==> src/ilidpc_pkg.sv <==
`default_nettype none

package ilidpc_pkg;

    // ==========================================================
    // Geometry
    // ==========================================================
    localparam int LINES = 32;
    localparam int ADDR_W = 8;

    // ==========================================================
    // Register byte offsets (one aligned 32-bit word each)
    // ==========================================================
    localparam logic [7:0] OFS_IRQ_ENABLE = 8'h00;
    localparam logic [7:0] OFS_IRQ_DISABLE = 8'h04;
    localparam logic [7:0] OFS_IRQ_MASK = 8'h08;
    localparam logic [7:0] OFS_IRQ_STATUS = 8'h0c;
    localparam logic [7:0] OFS_OD_ENABLE = 8'h10;
    localparam logic [7:0] OFS_OD_DISABLE = 8'h14;
    localparam logic [7:0] OFS_OD_STATE = 8'h18;
    localparam logic [7:0] OFS_PU_DISABLE = 8'h1c;
    localparam logic [7:0] OFS_PU_ENABLE = 8'h20;
    localparam logic [7:0] OFS_PU_STATE = 8'h24;
    localparam logic [7:0] OFS_FUNC_A_SEL = 8'h28;
    localparam logic [7:0] OFS_FUNC_B_SEL = 8'h2c;
    localparam logic [7:0] OFS_FUNC_AB_STATE = 8'h30;

    // ==========================================================
    // Reset values
    // ==========================================================
    localparam logic [31:0] RST_IRQ_MASK = 32'h0000_0000;
    localparam logic [31:0] RST_IRQ_STATUS = 32'h0000_0000;
    localparam logic [31:0] RST_OD_STATE = 32'h0000_0000;
    localparam logic [31:0] RST_PU_OFF = 32'h0000_0000;
    localparam logic [31:0] RST_FUNC_B = 32'h0000_0000;
    localparam logic [31:0] RST_ZERO = 32'h0000_0000;

    // ==========================================================
    // Bus answers
    // ==========================================================
    localparam logic [1:0] RESP_OKAY = 2'h0;
    localparam logic [1:0] RESP_DECERR = 2'h3;

    // ==========================================================
    // Types
    // ==========================================================
    typedef enum logic [3:0] {
        REG_IRQ_ENABLE = 4'h0,
        REG_IRQ_DISABLE = 4'h1,
        REG_IRQ_MASK = 4'h2,
        REG_IRQ_STATUS = 4'h3,
        REG_OD_ENABLE = 4'h4,
        REG_OD_DISABLE = 4'h5,
        REG_OD_STATE = 4'h6,
        REG_PU_DISABLE = 4'h7,
        REG_PU_ENABLE = 4'h8,
        REG_PU_STATE = 4'h9,
        REG_FUNC_A_SEL = 4'ha,
        REG_FUNC_B_SEL = 4'hb,
        REG_FUNC_AB_STATE = 4'hc,
        REG_NONE = 4'hf
    } ilidpc_reg_type;

    // One source of pad drive: value and enable per line
    typedef struct packed {
        logic [31:0] data;
        logic [31:0] en;
    } ilidpc_drive_type;

endpackage

`default_nettype wire

==> src/ilidpc_ctrl.sv <==
// Functional notes
// All registers 32 bits, bit n is line n
// Mask register reads 1 for enabled interrupts
// Status bit sets on line level change
// Reading status clears all its bits
// Open-drain enable writes set per line
// Open-drain disable writes clear per line
// Open-drain off: drive both levels, reads 0
// Open-drain on: drive low only, reads 1
// Pull-up disable writes turn pull-up off
// Pull-up enable writes turn pull-up on
// Pull-up state reads inverted: 0 means on
// Function A select routes line to A
// Interrupt enable writes set mask bits
// Interrupt disable writes clear mask bits
// Function state reads 0 A, 1 B
// Function B select routes line to B
// Interrupt high while status and mask set
// Change is current versus previous sample
`timescale 1ns/100ps
`default_nettype none

module ilidpc_ctrl (
    // Clock and reset
    input wire logic clk_sys,
    input wire logic rst,
    // AXI4-Lite write address
    input wire logic [7:0] s_axi_awaddr,
    input wire logic s_axi_awvalid,
    output logic s_axi_awready,
    // AXI4-Lite write data
    input wire logic [31:0] s_axi_wdata,
    input wire logic [3:0] s_axi_wstrb,
    input wire logic s_axi_wvalid,
    output logic s_axi_wready,
    // AXI4-Lite write response
    output logic [1:0] s_axi_bresp,
    output logic s_axi_bvalid,
    input wire logic s_axi_bready,
    // AXI4-Lite read address
    input wire logic [7:0] s_axi_araddr,
    input wire logic s_axi_arvalid,
    output logic s_axi_arready,
    // AXI4-Lite read data
    output logic [31:0] s_axi_rdata,
    output logic [1:0] s_axi_rresp,
    output logic s_axi_rvalid,
    input wire logic s_axi_rready,
    // Drive sources from the rest of the controller and the peripherals
    input wire logic [31:0] line_owned,
    input wire ilidpc_pkg::ilidpc_drive_type gpio_drive,
    input wire ilidpc_pkg::ilidpc_drive_type func_a_drive,
    input wire ilidpc_pkg::ilidpc_drive_type func_b_drive,
    // Pads
    input wire logic [31:0] pad_in,
    output logic [31:0] pad_out,
    output logic [31:0] pad_oe,
    output logic [31:0] pad_pullup_en,
    // Sampled levels and function routing
    output logic [31:0] line_level,
    output logic [31:0] func_b_routed,
    // Interrupt
    output logic irq
);

    // ==========================================================
    // Address decode, shared by read and write paths
    // ==========================================================
    function automatic ilidpc_pkg::ilidpc_reg_type decode_reg(input logic [7:0] addr);
        logic [7:0] word;
        // Byte lanes share a word
        word = {addr[7:2], 2'b00};
        case (word)
            ilidpc_pkg::OFS_IRQ_ENABLE: decode_reg = ilidpc_pkg::REG_IRQ_ENABLE;
            ilidpc_pkg::OFS_IRQ_DISABLE: decode_reg = ilidpc_pkg::REG_IRQ_DISABLE;
            ilidpc_pkg::OFS_IRQ_MASK: decode_reg = ilidpc_pkg::REG_IRQ_MASK;
            ilidpc_pkg::OFS_IRQ_STATUS: decode_reg = ilidpc_pkg::REG_IRQ_STATUS;
            ilidpc_pkg::OFS_OD_ENABLE: decode_reg = ilidpc_pkg::REG_OD_ENABLE;
            ilidpc_pkg::OFS_OD_DISABLE: decode_reg = ilidpc_pkg::REG_OD_DISABLE;
            ilidpc_pkg::OFS_OD_STATE: decode_reg = ilidpc_pkg::REG_OD_STATE;
            ilidpc_pkg::OFS_PU_DISABLE: decode_reg = ilidpc_pkg::REG_PU_DISABLE;
            ilidpc_pkg::OFS_PU_ENABLE: decode_reg = ilidpc_pkg::REG_PU_ENABLE;
            ilidpc_pkg::OFS_PU_STATE: decode_reg = ilidpc_pkg::REG_PU_STATE;
            ilidpc_pkg::OFS_FUNC_A_SEL: decode_reg = ilidpc_pkg::REG_FUNC_A_SEL;
            ilidpc_pkg::OFS_FUNC_B_SEL: decode_reg = ilidpc_pkg::REG_FUNC_B_SEL;
            ilidpc_pkg::OFS_FUNC_AB_STATE: decode_reg = ilidpc_pkg::REG_FUNC_AB_STATE;
            default: decode_reg = ilidpc_pkg::REG_NONE;
        endcase
    endfunction

    // ==========================================================
    // Declarations
    // ==========================================================
    // Bus channels
    logic aw_hold_q;
    logic w_hold_q;
    logic [7:0] aw_addr_q;
    logic [31:0] w_data_q;
    logic [3:0] w_strb_q;
    logic bvalid_q;
    logic [1:0] bresp_q;
    logic rvalid_q;
    logic [1:0] rresp_q;
    logic [31:0] rdata_q;

    // Register state
    logic [31:0] irq_mask_q;
    logic [31:0] irq_status_q;
    logic [31:0] od_state_q;
    logic [31:0] pu_off_q;
    logic [31:0] func_b_q;

    // Pads and interrupt
    logic [31:0] level_q;
    logic [31:0] level_prev_q;
    logic sample_ok_q;
    logic [31:0] pad_out_q;
    logic [31:0] pad_oe_q;
    logic irq_q;

    // Decoded signals
    logic wr_fire;
    logic rd_fire;
    ilidpc_pkg::ilidpc_reg_type wr_reg;
    ilidpc_pkg::ilidpc_reg_type rd_reg;
    logic [31:0] wr_bits;
    logic [31:0] change;
    logic [31:0] status_rd_clr;
    logic [31:0] status_wr_clr;
    logic [31:0] drv_data;
    logic [31:0] drv_en;
    logic [31:0] rd_value;

    // ==========================================================
    // Write channel: address and data taken in either order
    // ==========================================================
    // Ready while free
    assign s_axi_awready = ~aw_hold_q & ~bvalid_q;
    assign s_axi_wready = ~w_hold_q & ~bvalid_q;
    // Both halves held: the write acts on this edge and the answer rises
    assign wr_fire = aw_hold_q & w_hold_q & ~bvalid_q;
    assign wr_reg = decode_reg(aw_addr_q);

    // Byte strobes gate which lines a write touches
    generate
        for (genvar b = 0; b < 4; b++) begin : g_strb
            assign wr_bits[8*b +: 8] = w_strb_q[b] ? w_data_q[8*b +: 8] : 8'h00;
        end
    endgenerate

    // Capture write address
    always_ff @(posedge clk_sys) begin
        if (rst) begin
            aw_hold_q <= 1'b0;
            aw_addr_q <= 8'h00;
        end else if (s_axi_awvalid && s_axi_awready) begin
            aw_hold_q <= 1'b1;
            aw_addr_q <= s_axi_awaddr;
        end else if (wr_fire) begin
            aw_hold_q <= 1'b0;
        end
    end

    // Capture write data
    always_ff @(posedge clk_sys) begin
        if (rst) begin
            w_hold_q <= 1'b0;
            w_data_q <= ilidpc_pkg::RST_ZERO;
            w_strb_q <= 4'h0;
        end else if (s_axi_wvalid && s_axi_wready) begin
            w_hold_q <= 1'b1;
            w_data_q <= s_axi_wdata;
            w_strb_q <= s_axi_wstrb;
        end else if (wr_fire) begin
            w_hold_q <= 1'b0;
        end
    end

    // Write response, held until the master takes it
    always_ff @(posedge clk_sys) begin
        if (rst) begin
            bvalid_q <= 1'b0;
            bresp_q <= ilidpc_pkg::RESP_OKAY;
        end else if (wr_fire) begin
            bvalid_q <= 1'b1;
            bresp_q <= (wr_reg == ilidpc_pkg::REG_NONE) ? ilidpc_pkg::RESP_DECERR : ilidpc_pkg::RESP_OKAY;
        end else if (s_axi_bready) begin
            bvalid_q <= 1'b0;
        end
    end

    // Answer outputs
    assign s_axi_bvalid = bvalid_q;
    assign s_axi_bresp = bresp_q;

    // ==========================================================
    // Read channel: one read in flight, data registered
    // ==========================================================
    // Ready when idle
    assign s_axi_arready = ~rvalid_q;
    assign rd_fire = s_axi_arvalid & ~rvalid_q;
    assign rd_reg = decode_reg(s_axi_araddr);

    // Read mux; write-only registers read as zero
    always_comb begin
        case (rd_reg)
            ilidpc_pkg::REG_IRQ_MASK: rd_value = irq_mask_q;
            ilidpc_pkg::REG_IRQ_STATUS: rd_value = irq_status_q;
            ilidpc_pkg::REG_OD_STATE: rd_value = od_state_q; // see R7
            ilidpc_pkg::REG_PU_STATE: rd_value = pu_off_q;
            ilidpc_pkg::REG_FUNC_AB_STATE: rd_value = func_b_q;
            default: rd_value = ilidpc_pkg::RST_ZERO;
        endcase
    end

    // Read answer
    always_ff @(posedge clk_sys) begin
        if (rst) begin
            rvalid_q <= 1'b0;
            rresp_q <= ilidpc_pkg::RESP_OKAY;
            rdata_q <= ilidpc_pkg::RST_ZERO;
        end else if (rd_fire) begin
            rvalid_q <= 1'b1;
            rdata_q <= rd_value;
            rresp_q <= (rd_reg == ilidpc_pkg::REG_NONE) ? ilidpc_pkg::RESP_DECERR : ilidpc_pkg::RESP_OKAY;
        end else if (s_axi_rready) begin
            rvalid_q <= 1'b0;
        end
    end

    // Answer outputs
    assign s_axi_rvalid = rvalid_q;
    assign s_axi_rdata = rdata_q;
    assign s_axi_rresp = rresp_q;

    // ==========================================================
    // Interrupt enable and mask
    // ==========================================================
    // Enable and disable in one write cannot collide: they are separate words
    always_ff @(posedge clk_sys) begin
        if (rst) begin
            irq_mask_q <= ilidpc_pkg::RST_IRQ_MASK;
        end else if (wr_fire && wr_reg == ilidpc_pkg::REG_IRQ_ENABLE) begin
            irq_mask_q <= irq_mask_q | wr_bits;
        end else if (wr_fire && wr_reg == ilidpc_pkg::REG_IRQ_DISABLE) begin
            irq_mask_q <= irq_mask_q & ~wr_bits;
        end
    end

    // ==========================================================
    // Pin sampling and change detection
    // ==========================================================
    // The first sample after reset has no predecessor, so it raises no change
    always_ff @(posedge clk_sys) begin
        if (rst) begin
            level_q <= ilidpc_pkg::RST_ZERO;
            level_prev_q <= ilidpc_pkg::RST_ZERO;
            sample_ok_q <= 1'b0;
        end else begin
            level_q <= pad_in;
            level_prev_q <= sample_ok_q ? level_q : pad_in;
            sample_ok_q <= 1'b1;
        end
    end

    // Edge of either polarity
    assign change = sample_ok_q ? (level_q ^ level_prev_q) : ilidpc_pkg::RST_ZERO;

    // Levels for the controller
    assign line_level = level_q;

    // ==========================================================
    // Interrupt status: read clears, write of one also clears
    // ==========================================================
    // Clear masks
    assign status_rd_clr = (rd_fire && rd_reg == ilidpc_pkg::REG_IRQ_STATUS) ? 32'hffff_ffff : 32'h0000_0000;
    assign status_wr_clr = (wr_fire && wr_reg == ilidpc_pkg::REG_IRQ_STATUS) ? wr_bits : 32'h0000_0000;

    // A change in the clearing cycle survives: set wins over clear
    always_ff @(posedge clk_sys) begin
        if (rst) begin
            irq_status_q <= ilidpc_pkg::RST_IRQ_STATUS;
        end else begin
            irq_status_q <= (irq_status_q & ~status_rd_clr & ~status_wr_clr) | change; // see R3
        end
    end

    // Level interrupt from a flip-flop, one cycle behind the status
    always_ff @(posedge clk_sys) begin
        if (rst) begin
            irq_q <= 1'b0;
        end else begin
            irq_q <= |(irq_status_q & irq_mask_q);
        end
    end

    // Interrupt output
    assign irq = irq_q;

    // ==========================================================
    // Open-drain, pull-up and function select state
    // ==========================================================
    // Multi-drive state
    always_ff @(posedge clk_sys) begin
        if (rst) begin
            od_state_q <= ilidpc_pkg::RST_OD_STATE;
        end else if (wr_fire && wr_reg == ilidpc_pkg::REG_OD_ENABLE) begin
            od_state_q <= od_state_q | wr_bits;
        end else if (wr_fire && wr_reg == ilidpc_pkg::REG_OD_DISABLE) begin
            od_state_q <= od_state_q & ~wr_bits;
        end
    end

    // Stored inverted so the state register reads straight out
    always_ff @(posedge clk_sys) begin
        if (rst) begin
            pu_off_q <= ilidpc_pkg::RST_PU_OFF;
        end else if (wr_fire && wr_reg == ilidpc_pkg::REG_PU_DISABLE) begin
            pu_off_q <= pu_off_q | wr_bits;
        end else if (wr_fire && wr_reg == ilidpc_pkg::REG_PU_ENABLE) begin
            pu_off_q <= pu_off_q & ~wr_bits;
        end
    end

    // Pull-up on when not off
    assign pad_pullup_en = ~pu_off_q;

    // 0 selects A, 1 selects B
    always_ff @(posedge clk_sys) begin
        if (rst) begin
            func_b_q <= ilidpc_pkg::RST_FUNC_B;
        end else if (wr_fire && wr_reg == ilidpc_pkg::REG_FUNC_A_SEL) begin
            func_b_q <= func_b_q & ~wr_bits;
        end else if (wr_fire && wr_reg == ilidpc_pkg::REG_FUNC_B_SEL) begin
            func_b_q <= func_b_q | wr_bits;
        end
    end

    // Routing to the pad mux
    assign func_b_routed = func_b_q;

    // ==========================================================
    // Output stage
    // ==========================================================
    // Owned lines take the controller's drive, others the selected function
    assign drv_data = (line_owned & gpio_drive.data)
        | (~line_owned & ~func_b_q & func_a_drive.data)
        | (~line_owned & func_b_q & func_b_drive.data); // see R12

    // Enables follow the same routing
    assign drv_en = (line_owned & gpio_drive.en)
        | (~line_owned & ~func_b_q & func_a_drive.en)
        | (~line_owned & func_b_q & func_b_drive.en);

    // Open-drain lines only pull low; a high is a release to the pull-up
    always_ff @(posedge clk_sys) begin
        if (rst) begin
            pad_out_q <= ilidpc_pkg::RST_ZERO;
            pad_oe_q <= ilidpc_pkg::RST_ZERO;
        end else begin
            pad_out_q <= drv_data & ~od_state_q; // see R7
            pad_oe_q <= drv_en & (~od_state_q | ~drv_data); // see R7
        end
    end

    // Registered pad outputs
    assign pad_out = pad_out_q;
    assign pad_oe = pad_oe_q;

endmodule // ilidpc_ctrl

`default_nettype wire

==> config.mk <==
export PLATFORM = sky130hd
export DESIGN_NAME = ilidpc_ctrl
export DESIGN_NICKNAME = d
export VERILOG_FILES = /design/src/ilidpc_pkg.sv /design/src/ilidpc_ctrl.sv
export SDC_FILE = /design/constraint.sdc
export NUM_CORES = 1
export LEC_CHECK = 0
export BUFFER_PORTS_ARGS = -buffer_cell sky130_fd_sc_hd__buf_2
export CORE_AREA = 2 2 202 204
export CTS_CLUSTER_DIAMETER = 100
export DETAILED_ROUTE_END_ITERATION = 12
export DIE_AREA = 0 0 204 206
export PLACE_DENSITY = 0.75
export SLEW_MARGIN = 20
export SYNTH_ARGS = -nofsm -noshare
export SYNTH_HDL_FRONTEND = slang
export SYNTH_SLANG_ARGS = --single-unit
==> constraint.sdc <==
create_clock -name clk_sys -period 2.54 [get_ports clk_sys]
set_clock_uncertainty 0.2 [all_clocks]
set_input_delay 0.762 -clock clk_sys [delete_from_list [all_inputs] [get_ports clk_sys]]
set_output_delay 0.762 -clock clk_sys [all_outputs]
set_load 0.05 [all_outputs]
After elaboration in Yosys (flattened, before gate mapping)

Memories as Yosys holds them, arrays and structs flattened. A register that Yosys moved wholly into a read port is not among the register bits.
Index checks and enable logic that the tools add are counted.

Word-level logic and storage cells: 138
Memories: 2
Memory bits (read-only): 512
Register bits: 374
Input port bits: 315
Output and inout bits: 202

Eq/ne operators: 15
Bitwise logic cells: 45
Reductions and logical operators: 24
Muxes and demuxes: 31

Memories:

| memory           | depth | bits a word | read ports | clocked after memory_dff | write ports | line              | text |
|---|---|---|---|---|---|---|---|
| (name not given) | 64    | 4           | 1          | 0                        | 0           | ilidpc_ctrl.sv:73 | `case (word)` |
| (name not given) | 64    | 4           | 1          | 1                        | 0           | ilidpc_ctrl.sv:73 |  |

Operator list:

| kind                                           | count |
|---|---|
| bitwise AND 32 bit                             | 17 |
| two-way mux 32 bit                             | 12 |
| OR 32 bit                                      | 10 |
| inverter 32 bit                                | 8 |
| one-hot mux 32 bit (5 select lines)            | 1 |
| two-way mux 8 bit                              | 4 |
| OR reduction 32 bit                            | 1 |
| XOR 32 bit                                     | 1 |
| == test 4 bit (second input constant)          | 7 |
| == test 4 x 3 -> 1 bit (second input constant) | 4 |
| nonzero test 2 bit                             | 8 |
| == test 4 x 2 -> 1 bit (second input constant) | 3 |
| logical AND 1 bit                              | 12 |
| two-way mux 6 bit                              | 2 |
| two-way mux 1 bit                              | 8 |
| two-way mux 4 bit                              | 2 |
| bitwise AND 1 bit                              | 5 |
| == test 4 x 1 -> 1 bit (second input constant) | 1 |
| zero test 2 bit                                | 2 |
| zero test 4 bit                                | 1 |
| two-way mux 2 bit                              | 2 |
| inverter 1 bit                                 | 4 |

Logic depth before layout (Yosys ltp)

Gate-level depths: netlist of the first run.

Depth in word-level cells: 9
Depth in mapped cells: 7

Worst setup path after synthesis of the first run

Ideal clock, no wire load.

Path type: register -> register
Start point: reg bvalid_q, in the netlist s_axi_bvalid
End point: reg w_data_q[23]
Period minus slack after synthesis: 2511 ps
Setup time: 70 ps
Cell stages (with the launch flop): 7
Slack: 29 ps
Arrival: 2241 ps
Path through: dfxtp_1 nor2_1 and2_1 clkbuf_1 clkbuf_1 nand2_1 a21oi_1

Longest elaborated chain between the ends: 3

RTL lines:

| what                     | line               | text |
|---|---|---|
| start: declaration       | ilidpc_ctrl.sv:100 | `logic bvalid_q;` |
| start signal: assignment | ilidpc_ctrl.sv:182 | `bvalid_q <= 1'b0;` |
| start signal: assignment | ilidpc_ctrl.sv:185 | `bvalid_q <= 1'b1;` |
| start signal: assignment | ilidpc_ctrl.sv:188 | `bvalid_q <= 1'b0;` |
| inverter 1 bit           | ilidpc_ctrl.sv:139 | `assign s_axi_wready = ~w_hold_q & ~bvalid_q;` |
| bitwise AND 1 bit        | ilidpc_ctrl.sv:139 |  |
| via s_axi_wready         | ilidpc_ctrl.sv:35  | `output logic s_axi_wready,` |
| logical AND 1 bit        | ilidpc_ctrl.sv:170 | `end else if (s_axi_wvalid && s_axi_wready) begin` |
| end signal: assignment   | ilidpc_ctrl.sv:168 | `w_data_q <= ilidpc_pkg::RST_ZERO;` |
| end signal: assignment   | ilidpc_ctrl.sv:172 | `w_data_q <= s_axi_wdata;` |
| end: declaration         | ilidpc_ctrl.sv:98  | `logic [31:0] w_data_q;` |

The timed path passes the listed nets, and every way through them passes these cells.
A chain may end at the register's enable or synchronous reset.

==> impl_metrics.json, run 1 <==
{
  "fin_crit_ns": 2.46,
  "outcome": "finished clean",
  "drtIter0Drc": 1355,
  "slowest_delay_ns": 0.58,
  "ios": 517,
  "clockBufferDepth": 3,
  "relSlewSlack_pct": 40.2,
  "post_cts_buffers": 0,
  "synthSimpleGateAreaFrac_pct": 13.5,
  "place_congestion": 0.879,
  "synth_xor_area_share_pct": 1.80,
  "cts_resized": 0,
  "drive_above_1_share_pct": 28.3,
  "antenna_found_initial": 1,
  "critPathCaptureType": "output port",
  "ys_top_cells_by_area": "dfxtp_1 (48%), mux2i_1 (8.6%), a21oi_1 (4.4%)",
  "fillers": 3747,
  "critical_path_class": "reg -> out",
  "cts_max_level": 2,
  "multi_input_area_um2": 7500,
  "r2r_cells": 5,
  "io_buffer_count": 512,
  "yosysSeqAreaShare_pct": 48.0,
  "post_drt_wl_per_cell_um": 21.2,
  "ant_nets": 0,
  "cts_buffers": 41,
  "critPathBufInv": 1,
  "finalHoldViolCount": 0,
  "yosysTopAreaCellShare_pct": 48.0,
  "reg2reg_from": "aw_addr_q[7]$_SDFFE_PP0N_",
  "path_cells": "buf_2",
  "synth-compound-area-share_pct": 23.8,
  "synth_mux_area_share_pct": 8.60,
  "grt_pass1_vias": 14700,
  "regToRegSetupSlack_ns": 0.25,
  "setup-tns-final_ns": 0,
  "yosysUniqueCellTypes": 36,
  "die_y_um": 206,
  "grt_pass1_wl_mm": 86.4,
  "endpoint": "func_b_routed[23]",
  "placed_area_um2": 18800,
  "critPathRequiredTime_ns": 1.58,
  "cts_tree": "done",
  "initial_core_util_pct": 38.8,
  "cp_slowest_cell": "dfxtp_1",
  "final_cell_mix": "buf_2 (510), dfxtp_1 (372), nand2_1 (140)",
  "drt_drc_violations_left": 0,
  "max_freq_mhz": 406,
  "powerDensity_nw_per_um2": 702,
  "vias": 15500,
  "path_clk_slew_ns": 0.06,
  "seqCellArea_um2": 7490,
  "synth_top_family_by_area": "compound AO/OA/AOI/OAI gates",
  "cp.arrival_ns": 1.50,
  "avgSynthCellArea_um2": 9.00,
  "critical_path.top_delay_family": "flip-flops",
  "final_common_cell": "buf_2",
  "cp.depth": 1,
  "cp_max_fo": 5,
  "cts_sinks": 374,
  "cp-start-kind": "flop",
  "core_um2": 40200,
  "grt_overflow": 0,
  "row_count": 74,
  "worst_pin_slew_ns": 0.897,
  "die_w_um": 204,
  "fin_area_um2": 20200,
  "synth_top_area_cell": "dfxtp_1",
  "postCtsHoldBufs": 0,
  "root_buffer": "clkbuf_16",
  "antenna_cells": 0,
  "layout.nets": 2508,
  "dp_hpwl_mm": 40.9,
  "total_power_mw": 14.2,
  "yosysWarnings": 0,
  "drt-total-wl_mm": 58.5,
  "drtPass1Iterations": 6,
  "synthesis.area_um2": 15600,
  "synth-seq-cells": 374,
  "viasPerCell": 5.64,
  "synth_cells": 1734,
  "die_area_um2": 42000,
  "rsz0062_at_grt": "false",
  "setup_viol_count_final": 0,
  "post-route-period-util_pct": 97.0,
  "area_delta_synth_final_pct": 29.4,
  "grt_max_degree": 110,
  "synthesis.nets": 2049,
  "p_leak_nw": 7.76,
  "maxSlewViolCount": 0,
  "track_usage_pct": 26.8,
  "cap_violations": 0,
  "fin_util_pct": 50.2,
  "ir_drop_mv": 0.476,
  "clock_latency_ns": 0.57,
  "timing.hold.worst.class": "in -> reg",
  "synth_adder_area_share_pct": 0
}
## area by class of cell
cell class | instances | area share, %
inverter | 41 | 0.762
clock buffer | 59 | 5.81
tap | 532 | 3.30
sequential | 374 | 37.1
timing repair buffer | 552 | 15.0
multi-input combinational | 1183 | 37.2
clock inverter | 14 | 0.812
## kinds of logic after synthesis
kind of cell,count (synthesis)
compound gates,578
xor+xnor,32
buf+inv,177
flops,374
mux,134
simple gates,439
## synthesized netlist by cell type
library cell / n
nor3_1: 34
a21oi_1: 137
dfxtp_1: 374
a311oi_1: 32
nand3b_1: 3
inv_1: 41
o22a_1: 32
buf_4: 2
nand3_1: 35
nor4_4: 1
mux2i_1: 134
xnor2_1: 32
and4_1: 1
nor3b_1: 34
nand4_1: 6
a31oi_1: 33
nand2_1: 140
a41oi_1: 1
a211oi_1: 65
and3b_1: 1
o211ai_1: 65
nand2b_1: 2
o21ai_0: 131
nor4bb_1: 1
buf_2: 3
clkbuf_1: 123
nor4_1: 1
a22oi_1: 80
buf_1: 8
nand4b_1: 2
a21o_1: 2
nor2b_1: 36
or4b_1: 1
and2_1: 27
nor2_1: 113
nor4b_1: 1
## where the power goes
part / switching (mW) / internal [mW] / leakage, nW / total (mW)
Sequential: 0.198 / 6.13 / 3.07 / 6.33
Combinational: 1.28 / 0.597 / 4.04 / 1.88
Clock: 2.44 / 3.52 / 0.650 / 5.96
## per-layer routing
layer  wire, um  track usage, %  share of wire (%)  vias to the layer above
met4       2200            12.1                3.8                        2
met2      27300            43.9                 47                      855
met1      23700            34.1                 41                     7299
met3       5250            5.41                9.0                      134
li1           -               -                  -                     7238
met5         13               0              0.022                        -
## worst min-delay path by stage
stage | startpoint | cells past startpoint | to | slack, ns
after global placement | w_data_q[2]$_SDFFE_PP0P_ | 2 | w_data_q[2]$_SDFFE_PP0P_ | 0.24
final | s_axi_rready | 2 | s_axi_rvalid$_SDFFE_PP0P_ | 0.19
after CTS | s_axi_rready | 2 | s_axi_rvalid$_SDFFE_PP0P_ | 0.17
after global routing | s_axi_rready | 2 | s_axi_rvalid$_SDFFE_PP0P_ | 0.17
after detailed placement | w_data_q[4]$_SDFFE_PP0P_ | 2 | w_data_q[4]$_SDFFE_PP0P_ | 0.25
after floorplan | w_data_q[17]$_SDFFE_PP0P_ | 2 | w_data_q[17]$_SDFFE_PP0P_ | 0.24
## stage by stage
step,hold slack (ns),worst slack (ns),std cells
finish,0.194,0.0769,2755
global route,0.174,0.0186,2755
CTS,0.166,0.0501,2755
detailed placement,0.247,0.194,2682
global placement,0.244,0.237,2682
floorplan,0.236,0.0289,1734
No activity file was read; power rests on OpenSTA's default activity.
==> run 2: changes to the inputs <==
- ABC_AREA: not set -> 1
- PLACE_DENSITY: 0.75 -> 0.77
==> impl_metrics.json, run 2 <==
{
  "yosysSeqAreaShare_pct": 45.3,
  "max_freq_mhz": 420,
  "synth_most_common_cell": "nand2_1",
  "ant_nets": 0,
  "die_area_um2": 42000,
  "placed_area_um2": 19800,
  "io_buffer_count": 512,
  "viasPerCell": 5.32,
  "wl_met1_mm": 25.5,
  "synth_cells": 2385,
  "drt_drc_violations_left": 0,
  "seqCellArea_um2": 7490,
  "cts_buffers": 41,
  "synthesis.area_um2": 16500,
  "cts_tree": "done",
  "layout.nets": 3178,
  "dpl.cell_count": 3352,
  "layout_setup_ws_ns": 0.157,
  "post_drt_wl_per_cell_um": 18.3,
  "final_common_cell": "buf_2",
  "powerDensity_nw_per_um2": 691,
  "finalHoldViolCount": 0,
  "rsz0062_at_grt": "false",
  "yosysTopAreaCellShare_pct": 45.3,
  "async_reset_ff_share_pct": 0,
  "fin_util_pct": 53.0,
  "initial_core_util_pct": 41.2,
  "met2_length_mm": 30.3,
  "path_cells": "nor2_1, buf_2",
  "fin_crit_ns": 2.38,
  "r2r_cells": 8,
  "synthesis.nets": 2700,
  "grt_pass1_vias": 17300,
  "synth_top_area_cell": "dfxtp_1",
  "place_ws_ns": 0.0438,
  "post-route-period-util_pct": 93.8,
  "multi_input_area_um2": 7580,
  "ios": 517,
  "clockBufferDepth": 3,
  "cap_violations": 0,
  "drt-total-wl_mm": 62.7,
  "core_um2": 40200,
  "whs_ns": 0.214,
  "total_power_mw": 14.7,
  "cts_sinks": 374,
  "path_clk_slew_ns": 0.06,
  "die_y_um": 206,
  "fin_area_um2": 21300,
  "critPathRequiredTime_ns": 1.58,
  "setup_viol_count_final": 0,
  "yosysWarnings": 0,
  "critPathCaptureType": "output port",
  "topRoutingLayerUsed": "met5",
  "setup-tns-final_ns": 0,
  "critical_path_class": "reg -> out",
  "ys.flop_type": "dfxtp_1",
  "grt_pass1_wl_mm": 94.1,
  "place_congestion": 0.867,
  "final_cell_mix": "buf_2 (511), nand2_1 (477), dfxtp_1 (374)",
  "timing.hold.worst.class": "in -> reg",
  "vias": 18300,
  "yosysUniqueCellTypes": 29,
  "maxSlewViolCount": 0,
  "grt_max_degree": 84,
  "clock_latency_ns": 0.58,
  "synth-seq-cells": 374,
  "cp-start-kind": "flop",
  "p_leak_nw": 9.65,
  "holdPathStages": 3,
  "dp_hpwl_mm": 45.5,
  "cp_slowest_cell": "dfxtp_1",
  "ys_top_cells_by_count": "nand2_1 (478), dfxtp_1 (374), nor2_1 (270)",
  "synth_edf_count": 0,
  "stdcell_count": 3428,
  "fillers": 3873,
  "ir_drop_mv": 0.473,
  "avgSynthCellArea_um2": 6.94,
  "postCtsHoldBufs": 0,
  "cts_resized": 0,
  "cts_max_level": 2,
  "drtPass1Iterations": 5,
  "relSlewSlack_pct": 39.3,
  "outcome": "finished clean",
  "die_w_um": 204,
  "cp.arrival_ns": 1.42,
  "antenna_found_initial": 5,
  "worst_pin_slew_ns": 0.901,
  "cp_max_fo": 5,
  "ys_top_cells_by_area": "dfxtp_1 (45%), nand2_1 (11%), a21oi_1 (7.6%)",
  "row_count": 74,
  "post_cts_buffers": 0,
  "slowest_delay_ns": 0.36,
  "grt_overflow": 0,
  "wl_met3_mm": 4.86,
  "drtIter0Drc": 1315,
  "track_usage_pct": 28.8,
  "drive_above_1_share_pct": 22.9,
  "area_delta_synth_final_pct": 28.7,
  "root_buffer": "clkbuf_16"
}
==> run 2: cell types whose count changed after synthesis, moves of 80 or more <==
cell	delta
nand3_1	+191
nand2_1	+338
a22oi_1	-80
mux2i_1	-134
inv_1	+220
a21oi_1	+114
nor2_1	+157
==> run 2: power breakdown <==
| group | total, mW | leakage (nW) | internal, mW | switching [mW] |
|---|---|---|---|---|
| Combinational | 2.06 | 5.89 | 0.617 | 1.44 |
| Sequential | 6.32 | 3.07 | 6.15 | 0.171 |
| Clock | 6.33 | 0.693 | 3.80 | 2.54 |
| Total | 14.7 | 9.65 | 10.6 | 4.15 |
==> run 2: cell type report <==
| type | count | share of cell area [%] |
|---|---|---|
| multi-input cells | 1616 | 35.6 |
| flip-flops and latches | 374 | 35.2 |
| repair buffers | 565 | 14.6 |
| clock buffers | 56 | 5.55 |
| inverters | 265 | 4.71 |
| well taps | 532 | 3.13 |
| clock inverters | 18 | 1.23 |
| diodes | 2 | 0.0235 |
==> run 2: per-layer routing <==
metal  track usage (%)  vias to the layer above
met3              5.00                      147
li1                  -                     8805
met1              35.0                     8492
met4              12.1                        6
met5                 0                        -
met2              50.2                      800
==> run 2: kinds of logic (layout without fill, tap and decap cells) <==
logic type	after synthesis	in the layout	synth area share, %
AO/OA/AOI/OAI	561	561	18.2
buffers and inverters	395	904	9.53
flip-flops	374	374	45.3
other	0	2	0
AND/OR/NAND/NOR	1055	1055	27.0
==> run 2: path summary, 6_finish.rpt <==
kind | from | end | slack [ns]
worst max-delay path | s_axi_bvalid$_SDFFE_PP0P_ | s_axi_wready | 0.16
worst min-delay path | pad_in[9] | line_level[9]$_SDFF_PP0_ | 0.21
worst max register to register | w_hold_q$_SDFFE_PP0P_ | flop | 0.41
worst min register to register | flop | flop | 0.27
==> run 2: critical path, delay by kind of cell (launching register included) <==
| family | cells | cell delay [ns] |
|---|---|---|
| DFF | 1 | 0.36 |
| and+or+nand+nor | 1 | 0.20 |
| buffers and inverters | 1 | 0.30 |
